## src/core/pcsc_pkg.sv

```systemverilog
// Purpose: Constants and types for the synthesizer calibration/sync control slice
// Assumes: Byte-wide registers, written through a staging copy and moved to
//          the active copy on a transfer strobe
// Notes:   Functional notes below
//
// Functional notes
// - Divider code 11 divides the reference by 16, the slowest calibration clock.
// - A calibration starts only on a 0-to-1 change of the active trigger bit.
// - The sync-mode field picks none (00/11), asynchronous (01) or synchronous (10) reset.
// - The status-pin enable bit divides the routed status signal by four.
// - The calibration clock is the reference clock divided by the selected ratio.
`default_nettype none

package pcsc_pkg;

   ////////////////////////////////////////////////////////////////////////////
   // Register offsets
   localparam logic [9:0] OFS_LD_CAL     = 10'h018;
   localparam logic [9:0] OFS_SYNC_DELAY = 10'h019;
   localparam logic [9:0] OFS_STATUS_MON = 10'h01a;

   ////////////////////////////////////////////////////////////////////////////
   // Reset values
   localparam logic [7:0] RST_LD_CAL     = 8'h06;
   localparam logic [7:0] RST_SYNC_DELAY = 8'h00;
   localparam logic [7:0] RST_STATUS_MON = 8'h00;

   ////////////////////////////////////////////////////////////////////////////
   // Field positions
   localparam int CAL_NOW_BIT    = 0;
   localparam int CAL_DIV_LSB    = 1;
   localparam int SYNC_MODE_LSB  = 6;
   localparam int R_DELAY_LSB    = 3;
   localparam int N_DELAY_LSB    = 0;
   localparam int STAT_DIV4_BIT  = 7;

   ////////////////////////////////////////////////////////////////////////////
   // Calibration divider codes and ratios
   localparam logic [1:0] CAL_DIV_CODE_A = 2'h0;
   localparam logic [1:0] CAL_DIV_CODE_B = 2'h1;
   localparam logic [1:0] CAL_DIV_CODE_8 = 2'h2;
   localparam logic [1:0] CAL_DIV_CODE_16 = 2'h3;
   localparam logic [4:0] CAL_RATIO_8    = 5'h08;
   localparam logic [4:0] CAL_RATIO_16   = 5'h10;

   ////////////////////////////////////////////////////////////////////////////
   // Sync pin modes
   typedef enum logic [1:0] {
      PCSC_SYNC_NONE  = 2'b00,
      PCSC_SYNC_ASYNC = 2'b01,
      PCSC_SYNC_SYNC  = 2'b10,
      PCSC_SYNC_NONE2 = 2'b11
   } pcsc_sync_mode_t;

   ////////////////////////////////////////////////////////////////////////////
   // Active control copy
   typedef struct packed {
      logic [1:0]      cal_div;
      logic            cal_now;
      pcsc_sync_mode_t sync_mode;
      logic [2:0]      r_delay;
      logic [2:0]      n_delay;
      logic            status_div4;
   } pcsc_active_t;

   localparam logic [1:0] STAT_DIV_LAST = 2'h3;

endpackage

`default_nettype wire

```

## src/core/pcsc_ctrl.sv

```systemverilog
// Purpose: Calibration clock, calibration trigger, counter sync, path delay and
//          status-pin divider controls
// Assumes: Reference and status signals arrive as levels from another domain;
//          i_ref_clk is sampled and its rising edges used as enables
// Notes:   Register writes land in a staging copy; i_io_update moves them active
`default_nettype none

module pcsc_ctrl #(
   parameter logic [4:0]  CAL_RATIO_A = 5'h02,
   parameter logic [4:0]  CAL_RATIO_B = 5'h04,
   parameter logic [15:0] CAL_TICKS   = 16'h0100
) (
   // Clock and reset
   input  wire logic       i_clk_sys,
   input  wire logic       i_reset,
   // Register port
   input  wire logic       i_wr_en,
   input  wire logic [9:0] i_addr,
   input  wire logic [7:0] i_wdata,
   output logic      [7:0] o_rdata,
   input  wire logic       i_io_update,
   // Pins
   input  wire logic       i_ref_clk,
   input  wire logic       i_sync_n,
   input  wire logic       i_status_src,
   output logic            o_status_pin,
   // Synthesizer controls
   output logic            o_cal_tick,
   output logic            o_cal_start,
   output logic            o_cal_busy,
   output logic            o_ctr_rst_async,
   output logic            o_ctr_rst_sync,
   output logic      [2:0] o_r_delay,
   output logic      [2:0] o_n_delay
);

   ////////////////////////////////////////////////////////////////////////////
   // Staging and active registers
   logic [7:0]             stg_ld_cal_q;
   logic [7:0]             stg_sync_q;
   logic [7:0]             stg_stat_q;
   logic [7:0]             act_ld_cal_q;
   logic [7:0]             act_sync_q;
   logic [7:0]             act_stat_q;
   pcsc_pkg::pcsc_active_t act;

   always_ff @(posedge i_clk_sys or posedge i_reset) begin
      if (i_reset) begin
         stg_ld_cal_q <= pcsc_pkg::RST_LD_CAL;
         stg_sync_q   <= pcsc_pkg::RST_SYNC_DELAY;
         stg_stat_q   <= pcsc_pkg::RST_STATUS_MON;
      end else if (i_wr_en) begin
         case (i_addr)
            pcsc_pkg::OFS_LD_CAL:     stg_ld_cal_q <= i_wdata;
            pcsc_pkg::OFS_SYNC_DELAY: stg_sync_q   <= i_wdata;
            pcsc_pkg::OFS_STATUS_MON: stg_stat_q   <= i_wdata;
            default: ;
         endcase
      end
   end

   always_ff @(posedge i_clk_sys or posedge i_reset) begin
      if (i_reset) begin
         act_ld_cal_q <= pcsc_pkg::RST_LD_CAL;
         act_sync_q   <= pcsc_pkg::RST_SYNC_DELAY;
         act_stat_q   <= pcsc_pkg::RST_STATUS_MON;
      end else if (i_io_update) begin
         act_ld_cal_q <= stg_ld_cal_q;
         act_sync_q   <= stg_sync_q;
         act_stat_q   <= stg_stat_q;
      end
   end

   always_comb begin
      act.cal_div     = act_ld_cal_q[pcsc_pkg::CAL_DIV_LSB +: 2];
      act.cal_now     = act_ld_cal_q[pcsc_pkg::CAL_NOW_BIT];
      act.sync_mode   = pcsc_pkg::pcsc_sync_mode_t'(act_sync_q[pcsc_pkg::SYNC_MODE_LSB +: 2]);
      act.r_delay     = act_sync_q[pcsc_pkg::R_DELAY_LSB +: 3];
      act.n_delay     = act_sync_q[pcsc_pkg::N_DELAY_LSB +: 3];
      act.status_div4 = act_stat_q[pcsc_pkg::STAT_DIV4_BIT];
   end

   // Reads return staged values, unmapped reads zero
   always_ff @(posedge i_clk_sys or posedge i_reset) begin
      if (i_reset) begin
         o_rdata <= 8'h00;
      end else begin
         case (i_addr)
            pcsc_pkg::OFS_LD_CAL:     o_rdata <= stg_ld_cal_q;
            pcsc_pkg::OFS_SYNC_DELAY: o_rdata <= stg_sync_q;
            pcsc_pkg::OFS_STATUS_MON: o_rdata <= stg_stat_q;
            default:                  o_rdata <= 8'h00;
         endcase
      end
   end

   always_ff @(posedge i_clk_sys or posedge i_reset) begin
      if (i_reset) begin
         o_r_delay <= 3'h0;
         o_n_delay <= 3'h0;
      end else begin
         o_r_delay <= act.r_delay;
         o_n_delay <= act.n_delay;
      end
   end

   ////////////////////////////////////////////////////////////////////////////
   // Pin synchronisers
   logic [2:0] ref_sq;
   logic [1:0] sync_sq;
   logic [2:0] stat_sq;

   always_ff @(posedge i_clk_sys or posedge i_reset) begin
      if (i_reset) begin
         ref_sq  <= 3'h0;
         sync_sq <= 2'h3;
         stat_sq <= 3'h0;
      end else begin
         ref_sq  <= {ref_sq[1:0], i_ref_clk};
         sync_sq <= {sync_sq[0], i_sync_n};
         stat_sq <= {stat_sq[1:0], i_status_src};
      end
   end

   logic ref_edge;
   logic stat_edge;
   assign ref_edge  = ref_sq[1] & ~ref_sq[2];
   assign stat_edge = stat_sq[1] & ~stat_sq[2];

   ////////////////////////////////////////////////////////////////////////////
   // Calibration clock divider
   logic [4:0] cal_ratio;
   logic [4:0] cal_cnt_q;

   always_comb begin
      case (act.cal_div)
         pcsc_pkg::CAL_DIV_CODE_A:  cal_ratio = CAL_RATIO_A;
         pcsc_pkg::CAL_DIV_CODE_B:  cal_ratio = CAL_RATIO_B;
         pcsc_pkg::CAL_DIV_CODE_8:  cal_ratio = pcsc_pkg::CAL_RATIO_8;
         // Code 11 is divide by 16
         pcsc_pkg::CAL_DIV_CODE_16: cal_ratio = pcsc_pkg::CAL_RATIO_16;
         default:                   cal_ratio = pcsc_pkg::CAL_RATIO_16;
      endcase
   end

   always_ff @(posedge i_clk_sys or posedge i_reset) begin
      if (i_reset) begin
         cal_cnt_q  <= 5'h00;
         o_cal_tick <= 1'b0;
      end else begin
         o_cal_tick <= 1'b0;
         if (ref_edge) begin
            if (cal_cnt_q >= cal_ratio - 5'h01) begin
               cal_cnt_q  <= 5'h00;
               o_cal_tick <= 1'b1;
            end else begin
               cal_cnt_q <= cal_cnt_q + 5'h01;
            end
         end
      end
   end

   ////////////////////////////////////////////////////////////////////////////
   // Calibration trigger and run length
   logic        cal_now_prev_q;
   logic [15:0] cal_left_q;

   always_ff @(posedge i_clk_sys or posedge i_reset) begin
      if (i_reset) begin
         cal_now_prev_q <= 1'b0;
         o_cal_start    <= 1'b0;
      end else begin
         cal_now_prev_q <= act.cal_now;
         o_cal_start    <= act.cal_now & ~cal_now_prev_q;
      end
   end

   always_ff @(posedge i_clk_sys or posedge i_reset) begin
      if (i_reset) begin
         cal_left_q <= 16'h0000;
      end else if (o_cal_start) begin
         cal_left_q <= CAL_TICKS;
      end else if (o_cal_tick && cal_left_q != 16'h0000) begin
         cal_left_q <= cal_left_q - 16'h0001;
      end
   end

   assign o_cal_busy = (cal_left_q != 16'h0000);

   ////////////////////////////////////////////////////////////////////////////
   // Sync pin action on reference and prescaler counters
   logic sync_act;
   logic sync_act_prev_q;
   assign sync_act = ~sync_sq[1];

   always_ff @(posedge i_clk_sys or posedge i_reset) begin
      if (i_reset) begin
         sync_act_prev_q <= 1'b0;
         o_ctr_rst_async <= 1'b0;
         o_ctr_rst_sync  <= 1'b0;
      end else begin
         sync_act_prev_q <= sync_act;
         o_ctr_rst_async <= sync_act && act.sync_mode == pcsc_pkg::PCSC_SYNC_ASYNC;
         o_ctr_rst_sync  <= sync_act && !sync_act_prev_q
                            && act.sync_mode == pcsc_pkg::PCSC_SYNC_SYNC;
      end
   end

   ////////////////////////////////////////////////////////////////////////////
   // Status pin divide by four
   logic       stat_cnt_q;

   always_ff @(posedge i_clk_sys or posedge i_reset) begin
      if (i_reset) begin
         stat_cnt_q   <= 1'b0;
         o_status_pin <= 1'b0;
      end else if (!act.status_div4) begin
         stat_cnt_q   <= 1'b0;
         o_status_pin <= stat_sq[1];
      end else if (stat_edge) begin
         stat_cnt_q <= ~stat_cnt_q;
         if (stat_cnt_q) begin
            o_status_pin <= ~o_status_pin;
         end
      end
   end

endmodule

`default_nettype wire

```

## config.mk

```make
export PLATFORM = sky130hd
export DESIGN_NAME = pcsc_ctrl
export DESIGN_NICKNAME = d
export VERILOG_FILES = /design/src/core/pcsc_pkg.sv /design/src/core/pcsc_ctrl.sv
export SDC_FILE = /design/constraint.sdc
export NUM_CORES = 1
export LEC_CHECK = 0
export ABC_AREA = 1
export BUFFER_PORTS_ARGS = -buffer_cell sky130_fd_sc_hd__buf_4
export CORE_ASPECT_RATIO = 0.75
export CORE_MARGIN = 1
export CORE_UTILIZATION = 62
export DETAILED_ROUTE_END_ITERATION = 16
export HOLD_SLACK_MARGIN = 0.05
export MAX_ROUTING_LAYER = met4
export PLACE_DENSITY = 0.84
export SYNTH_ARGS = -nofsm -noshare
export SYNTH_HDL_FRONTEND = slang
export SYNTH_SLANG_ARGS = --single-unit
```

## constraint.sdc

```tcl
create_clock -name i_clk_sys -period 4.65 [get_ports i_clk_sys]
set_clock_uncertainty 0.1 [all_clocks]
set_input_delay 0.93 -clock i_clk_sys [delete_from_list [all_inputs] [get_ports i_clk_sys]]
set_output_delay 0.93 -clock i_clk_sys [all_outputs]
set_load 0.02 [all_outputs]
```

======== Word level (Yosys, flattened, before mapping) ========
Index checks and enable logic that the tools add are counted.
word-level totals
  logic and storage cells ................. 69
  input bits .............................. 25
  flip-flop bits (word level) ............. 94
  output and inout port bits .............. 20
cells by class
  add/subtract/negate cells ............... 3
  bitwise operators ....................... 9
  order comparisons ....................... 1
  eq/ne operators ......................... 10
  multiplexer cells ....................... 12
  reduce and logical (&&, ||, !) cells .... 12
operators by type and width
  cell                                                                     number
  16-bit two-way mux                                                       2
  10-bit by 5-bit equality test with 1-bit output (second input constant)  3
  8-bit one-hot mux with 3 select lines                                    1
  5-bit one-hot mux with 4 select lines                                    1
  16-bit nonzero test                                                      1
  16-bit by 1-bit subtractor with 16-bit output (second input constant)    1
  2-bit AND reduction                                                      4
  1-bit two-way mux                                                        7
  2-bit equality test (second input constant)                              3
  1-bit NOT                                                                6
  5-bit by 1-bit adder with 5-bit output (second input constant)           1
  5-bit >= comparator                                                      1
  5-bit two-way mux                                                        1
  5-bit by 1-bit subtractor with 5-bit output (second input constant)      1
  2-bit by 1-bit equality test with 1-bit output (second input constant)   2
  1-bit logical AND                                                        4
  2-bit by 1-bit != test with 1-bit output (second input constant)         2
  1-bit AND                                                                3
  2-bit logical NOT                                                        1
  2-bit nonzero test                                                       1
  1-bit logical NOT                                                        1

======== Longest topological paths before layout ========
Gate-level depths: netlist (run 1).
  depth in word-level cells ............... 6
  gate-level depth with buffers ........... 10

======== Worst setup path before layout (run 1) ========
OpenSTA, ideal clock, no wires.
  path type ............................... register to output
  start ................................... register cal_left_q[0]
  end ..................................... output o_cal_busy
  path slack .............................. 2.574 ns
  cell stages (with the launch flop) ...... 6
  arrival ................................. 1.046 ns
  path buffers ............................ 0
  cells stage by stage .................... dfrtp_1 -> inv_1 -> ha_1 -> nand2_1 -> nor2_2 -> nand2_2
on the way
  longest elaborated chain between the ends .. 1
ends and longest elaborated chain
  element                 RTL line          source
  start, declared         pcsc_ctrl.sv:166  logic [15:0] cal_left_q;
  start signal, assigned  pcsc_ctrl.sv:184  cal_left_q <= cal_left_q - 16'h0001;
  16-bit nonzero test     pcsc_ctrl.sv:188  assign o_cal_busy = (cal_left_q != 16'h0000);
  end, declared           pcsc_ctrl.sv:30   output logic o_cal_busy,
Every way passes these cells.

======== Worst setup path in the final report (run 1) ========
Ends and elaborated chain as after synthesis.

==> results of run 1 <==
per-stage QoR:
stage	utilization [%]	hold WS, ps	worst slack, ps	power (uW)	area, um2
floorplan	-	231	1380	1360	3890
global placement	71.8	235	1940	1470	4270
detailed placement	71.8	235	1810	1500	4270
CTS	74.7	253	1920	1960	4440
global route	74.7	270	1780	2100	4440
finish	74.7	250	1920	1960	4440
cell usage in the layout, fill, tap and decap left out, types with 8 or more instances in the layout:
| cell | count |
|---|---|
| nand3_1 | 43 |
| clkbuf_8 | 10 |
| o21ai_1 | 8 |
| o21ai_0 | 10 |
| o21ai_2 | 20 |
| mux2_2 | 8 |
| nand2_1 | 91 |
| buf_4 | 45 |
| inv_1 | 42 |
| dfrtp_1 | 81 |
| nand4_1 | 15 |
| nor2_1 | 42 |
where the power goes:
group | switching, uW | leakage [uW] | internal (uW)
clock | 250 | 0.0000796 | 209
sequential | 95.8 | 0.00116 | 847
combinational | 360 | 0.00101 | 195
registers in the layout, indices dropped and copies added, names as in the netlist:
name,flops
act_ld_cal_q,3
act_stat_q,1
act_sync_q,8
cal_cnt_q,5
cal_left_q,16
cal_now_prev_q,1
o_cal_start,1
o_cal_tick,1
o_ctr_rst_async,1
o_ctr_rst_sync,1
o_n_delay,3
o_r_delay,3
o_rdata,8
o_status_pin,1
ref_sq,3
stat_cnt_q,1
stat_sq,3
stg_ld_cal_q,8
stg_stat_q,8
stg_sync_q,8
sync_act_prev_q,1
sync_sq,2
cells by family (layout without fill, tap and decap cells):
family,Yosys count,after routing,synth area share [%]
compound gates,42,42,7.49
xor+xnor,5,5,1.13
fa+ha+maj,6,6,1.93
buf+inv,53,106,5.82
flops,87,87,56.2
mux,8,8,2.32
other cells,1,1,0.0964
simple gates,211,211,25.1
layer usage:
metal  GRT usage [%]  vias up
met5               -        -
met4            9.57        0
met3            6.34       17
met2            39.2      100
met1            37.8     1407
li1                -     1443
worst max-delay path, delay by kind of cell, from the launching register on:
kind / cells / cell delay [ps]
simple gates: 3 / 430
fa+ha+maj: 1 / 240
buf+inv: 2 / 320
flops: 1 / 360
final cells by class:
| type | count | area share (%) |
|---|---|---|
| Sequential cell | 87 | 49.2 |
| Tap cell | 78 | 2.20 |
| Inverter | 45 | 3.89 |
| Multi-Input combinational cell | 273 | 33.3 |
| Clock buffer | 13 | 3.35 |
| Timing Repair Buffer | 45 | 7.61 |
| Clock inverter | 3 | 0.451 |
worst paths after layout:
path                               startpoint              end
worst min register to register     stat_sq[0]       stat_sq[1]
worst max-delay path            cal_left_q[0]       o_cal_busy
worst min-delay path               stat_sq[0]       stat_sq[1]
min in group asynchronous             i_reset     o_r_delay[1]
worst max register to register  cal_left_q[0]    cal_left_q[5]
max in group asynchronous             i_reset  stg_ld_cal_q[1]
==> flow_metrics.env, run 1 <==
export IMPL_status="finished, final reports clean"
export IMPL_numCtsBuffers=9
export IMPL_finalHoldViolations=0
export IMPL_powerDensity_nw_per_um2=441
export IMPL_routed_via_density=5.45
export IMPL_initial_utilization_pct=65.4
export IMPL_yosysWarnings=0
export IMPL_final_fill_count=420
export IMPL_clk_path_buf_depth=2
export IMPL_die_h_um=70.6
export IMPL_path_cells="inv_1 -> ha_1 -> nand2_1 -> nor2_2 -> nand2_2 -> buf_4"
export IMPL_finalCriticalPeriod_ps=2730
export IMPL_synth_flop_cell="dfrtp_1"
export IMPL_dp_cells=528
export IMPL_min_period_over_period_pct=58.7
export IMPL_multi_input_area_um2=1480
export IMPL_yosys_cell_count_top_type="nand2_1"
export IMPL_seq_area_frac_synth_pct=56.2
export IMPL_maxUsedRoutingLayer="met4"
export IMPL_endpoint_kind="output pin"
export IMPL_core_um2=5950
export IMPL_worst_pin_slew_ps=946
export IMPL_grt_pass1_vias=2882
export IMPL_fp_dieArea_um2=6600
export IMPL_drc=0
export IMPL_die_width_um=93.5
export IMPL_drtIter0Drc=194
export IMPL_gp_congestion=0.868
export IMPL_drv_slew=0
export IMPL_slowest_delay_ps=360
export IMPL_syn_to_final_growth_pct=14.2
export IMPL_wl_per_cell_um=14.0
export IMPL_ys_ff_latch=87
export IMPL_grt_overflow=0
export IMPL_clock_fmax_ghz=0.367
export IMPL_r2r_cells=10
export IMPL_synth_cell_types=34
export IMPL_maxCapViolCount=0
export IMPL_cts_sinks=87
export IMPL_h_tree_depth=3
export IMPL_wl_met3_um=451
export IMPL_clk_latency_ps=350
export IMPL_syn_inst=413
export IMPL_drive_gt1_share_pct=23.6
export IMPL_avgSynthCellArea_um2=9.42
export IMPL_whs_path_depth=0
export IMPL_antenna_found_initial=0
export IMPL_synth_edf_count=0
export IMPL_ant_nets=0
export IMPL_rsz0062_at_grt="false"
export IMPL_dpl_hpwl_um=5540
export IMPL_relSlewSlack_pct=36.8
export IMPL_diodes=0
export IMPL_clkTransAtPathRegs_ps=80
export IMPL_cts_tree="done"
export IMPL_worst_ep_arrival_time_ps=1700
export IMPL_wl_met2_um=3420
export IMPL_syn_nets=444
export IMPL_hold_class="flop to flop"
export IMPL_wirelength_um=7630
export IMPL_p_leak_uw=0.00225
export IMPL_cp_required_ps=3620
export IMPL_vdd_drop_max_v=0.000252
export IMPL_async_reset_ff_share_pct=100
export IMPL_synthesis_area_um2=3890
export IMPL_post_cts_resized=0
export IMPL_cts_root_buf="clkbuf_8"
export IMPL_dr_total_vias=2967
export IMPL_rrSetupSlack_ps=2860
export IMPL_grt_max_degree=58
export IMPL_final_setup_tns_ps=0
export IMPL_yosys_top_cells_count="nand2_1, dfrtp_1, inv_1, nand3_1, nor2_1"
export IMPL_met1Wirelength_um=3640
export IMPL_cp_max_fo=5
export IMPL_portBuffers=44
export IMPL_row_count=24
export IMPL_io_pin_count=45
export IMPL_grt_pass1_wl_um=13200
export IMPL_crit_type="flop to output pin"
export IMPL_yosysTopAreaCell="dfrtp_1"
export IMPL_grtUsageTotal_pct=27.0
export IMPL_synthTopCellsByArea="dfrtp_1, nand2_1, nand3_1"
export IMPL_fin_cells=544
export IMPL_yosysTopAreaCellShare_pct=52.1
export IMPL_cts_hold_fix_buffers=0
export IMPL_seqCellArea_um2=2180
export IMPL_fin_nets=492
export IMPL_setup_viol=0
export IMPL_crit_slowest_cell="dfrtp_1"
export IMPL_cts_setup_buffers=0
export IMPL_start_kind="flop"
export IMPL_firstDrtPassIters=5
Power figures use the tool's default switching activity.
==> run 2: changes to the inputs <==
--- a/config.mk
+++ b/config.mk
@@ -5,15 +5,15 @@
 export SDC_FILE = /design/constraint.sdc
 export NUM_CORES = 1
 export LEC_CHECK = 0
-export ABC_AREA = 1
+export ABC_AREA = 0
 export BUFFER_PORTS_ARGS = -buffer_cell sky130_fd_sc_hd__buf_4
 export CORE_ASPECT_RATIO = 0.75
 export CORE_MARGIN = 1
-export CORE_UTILIZATION = 62
+export CORE_UTILIZATION = 52
 export DETAILED_ROUTE_END_ITERATION = 16
 export HOLD_SLACK_MARGIN = 0.05
 export MAX_ROUTING_LAYER = met4
-export PLACE_DENSITY = 0.84
+export PLACE_DENSITY = 0.76
 export SYNTH_ARGS = -nofsm -noshare
 export SYNTH_HDL_FRONTEND = slang
 export SYNTH_SLANG_ARGS = --single-unit
==> constraint.sdc (replaced) <==
create_clock -name i_clk_sys -period 2.5 [get_ports i_clk_sys]
set_clock_uncertainty 0.1 [all_clocks]
set_input_delay 0.5 -clock i_clk_sys [delete_from_list [all_inputs] [get_ports i_clk_sys]]
set_output_delay 0.5 -clock i_clk_sys [all_outputs]
set_load 0.02 [all_outputs]
==> run 2 against run 1 <==
Against the previous run:
- the flow now finishes with violations (setup timing)
- count of clock-buffer cells in the layout decreased by 2
- via count is 17% lower
- sequential cell count stayed put
- critical path depth down 2
- synthesized cell count down 30%
- final cell count is 19% lower
- critical endpoint unchanged
- largest cell class unchanged
==> flow_metrics.env, run 2 <==
export IMPL_synth_flop_cell="dfrtp_1"
export IMPL_async_reset_ff_share_pct=100
export IMPL_crit_type="flop to output pin"
export IMPL_initial_utilization_pct=55.7
export IMPL_grt_pass1_wl_um=11800
export IMPL_worst_ep_arrival_time_ps=1930
export IMPL_die_width_um=98.4
export IMPL_grt_overflow=0
export IMPL_wirelength_um=6820
export IMPL_cts_sinks=87
export IMPL_drc=0
export IMPL_final_util_pct=67.5
export IMPL_final_common_cell="dfrtp_1"
export IMPL_firstDrtPassIters=6
export IMPL_timing_rr_start="cal_left_q[1]"
export IMPL_powerDensity_nw_per_um2=835
export IMPL_largest_reg_flops=16
export IMPL_yosys_top_cells_count="dfrtp_1, mux2_2, nand2_1"
export IMPL_start_kind="flop"
export IMPL_fin_nets=383
export IMPL_rsz0062_at_grt="true"
export IMPL_clk_latency_ps=350
export IMPL_final_fill_count=472
export IMPL_vdd_drop_max_v=0.000376
export IMPL_synth_edf_count=0
export IMPL_slowest_delay_ps=530
export IMPL_ys_ff_latch=87
export IMPL_gp_congestion=0.803
export IMPL_portBuffers=44
export IMPL_endpoint_kind="output pin"
export IMPL_design_area_um2=4390
export IMPL_finalHoldViolations=0
export IMPL_p_total_uw=3670
export IMPL_syn_inst=290
export IMPL_crit_buf_inv=1
export IMPL_dr_total_vias=2462
export IMPL_dpl_hpwl_um=4660
export IMPL_h_tree_depth=3
export IMPL_drv_slew=0
export IMPL_syn_to_final_growth_pct=21.2
export IMPL_synth_cell_types=43
export IMPL_grtUsageTotal_pct=21.7
export IMPL_finalCriticalPeriod_ps=2530
export IMPL_yosys_cell_count_top_type="dfrtp_1"
export IMPL_seq_area_frac_synth_pct=60.3
export IMPL_cp_max_fo=3
export IMPL_violations="setup timing"
export IMPL_row_count=25
export IMPL_io_pin_count=45
export IMPL_yosysTopAreaCell="dfrtp_1"
export IMPL_ant_nets=0
export IMPL_startpoint="cal_left_q[4]"
export IMPL_placed_cell_area_um2=4140
export IMPL_cts_tree="done"
export IMPL_yosysTopAreaCellShare_pct=55.9
export IMPL_clkTransAtPathRegs_ps=90
export IMPL_status="finished with violations"
export IMPL_path_cells="or4_4 -> or3_4 -> nand2b_1 -> buf_6"
export IMPL_numCtsBuffers=9
export IMPL_wl_per_cell_um=15.6
export IMPL_min_period_over_period_pct=101
export IMPL_routed_via_density=5.62
export IMPL_relSlewSlack_pct=60.7
export IMPL_grt_max_degree=39
export IMPL_synthesis_area_um2=3620
export IMPL_worst_pin_slew_ps=588
export IMPL_fp_dieArea_um2=7310
export IMPL_die_h_um=74.3
export IMPL_cts_root_buf="clkbuf_8"
export IMPL_drtIter0Drc=95
export IMPL_avgSynthCellArea_um2=12.5
export IMPL_drive_gt1_share_pct=35.9
export IMPL_crit_slowest_cell="or4_4"
export IMPL_most_common_layout_cells="dfrtp_1, buf_4, mux2_2"
export IMPL_clock_fmax_ghz=0.396
export IMPL_regMostFlops="cal_left_q"
export IMPL_clk_path_buf_depth=2
export IMPL_antenna_found_initial=0
export IMPL_cp_required_ps=1900
export IMPL_grt_pass1_vias=2431
export IMPL_core_um2=6510
export IMPL_hold_class="input port to async pin"
export IMPL_maxCapViolCount=0
export IMPL_setup_viol=1
export IMPL_pre_cts_ws_ps=91.2
export IMPL_fin_ws_ps=-28.0
export IMPL_p_leak_uw=0.00212
export IMPL_diodes=0
export IMPL_yosysWarnings=0
export IMPL_cp_top_family="simple AND/OR/NAND/NOR gates"
export IMPL_rrSetupSlack_ps=290
export IMPL_syn_nets=321
export IMPL_synthTopCellsByArea="dfrtp_1, mux2_2, dfstp_2"
export IMPL_whs_ps=98.4
[run 2: cell types whose count changed in the layout (fill, tap and decap cells not counted), moves of 11 or more]
cell     change
inv_1       -35
nand4_1     -12
nand3_1     -40
nand2_1     -64
nor2_1      -36
buf_4       +11
or3_1       +11
o21ai_2     -20
mux2_2      +27
a21oi_1     +14
[run 2: layout make-up]
type | count | area [um2] | area share [%]
sequential | 87 | 2180 | 49.7
clock inverter | 5 | 56.3 | 1.28
tap | 81 | 101 | 2.31
timing repair buffer | 59 | 472 | 10.7
multi-input combinational | 186 | 1400 | 31.9
clock buffer | 11 | 141 | 3.22
inverter | 9 | 37.5 | 0.854
[run 2: worst reg2reg max path: stages (launching register included)]
cell and delay, ps:
dfrtp_1 400, inv_1 80, ha_2 180, nand4bb_1 340, or3_1 490, or4_1 410, a21oi_1 140
[run 2: repair_timing]
action                                  CTS  global route
gates resized for setup                   6             3
endpoints found under the setup margin    1             1
buffers inserted                          2             1
hold buffers                              0             0
[run 2: path summary, 6_finish.rpt]
| check | end | cells after the start |
|---|---|---|
| min in group i_clk_sys | sync_sq[0] | 1 |
| max reg2reg | cal_left_q[12] | 6 |
| max in group asynchronous | act_ld_cal_q[2] | 3 |
| min | cal_left_q[12] | 2 |
| min reg2reg | stat_sq[1] | 0 |
| max | o_cal_busy | 4 |
[run 2: kinds of logic (layout without fill, tap and decap cells)]
| group | after synthesis | after routing | share of synthesized area (%) |
|---|---|---|---|
| compound gates | 47 | 47 | 8.81 |
| xor+xnor | 5 | 5 | 1.21 |
| fa+ha+maj | 6 | 6 | 2.07 |
| buf+inv | 17 | 84 | 1.90 |
| flops | 87 | 87 | 60.3 |
| mux | 36 | 36 | 11.2 |
| other cells | 1 | 1 | 0.103 |
| simple gates | 91 | 91 | 14.5 |
[run 2: where the power goes]
part           switching [uW]  leakage (uW)  internal (uW)
combinational             508      0.000870            436
clock                     485     0.0000997            490
sequential                182       0.00116           1570
[run 2: per-layer routing]
layer,GRT usage (%),vias up,part of all wire [%],wire length (um)
li1,-,1185,-,-
met4,5.80,0,0.70,48
met5,-,-,0,0
met3,6.48,7,4.0,270
met2,33.3,51,46,3150
met1,28.6,1219,49,3350
[run 2: through the flow]
step / TNS, ps / std cells
finish: -28.0 / 438
global route: -88.0 / 438
CTS: -38.7 / 437
detailed placement: 0 / 419
global placement: 0 / 419
floorplan: 0 / 290
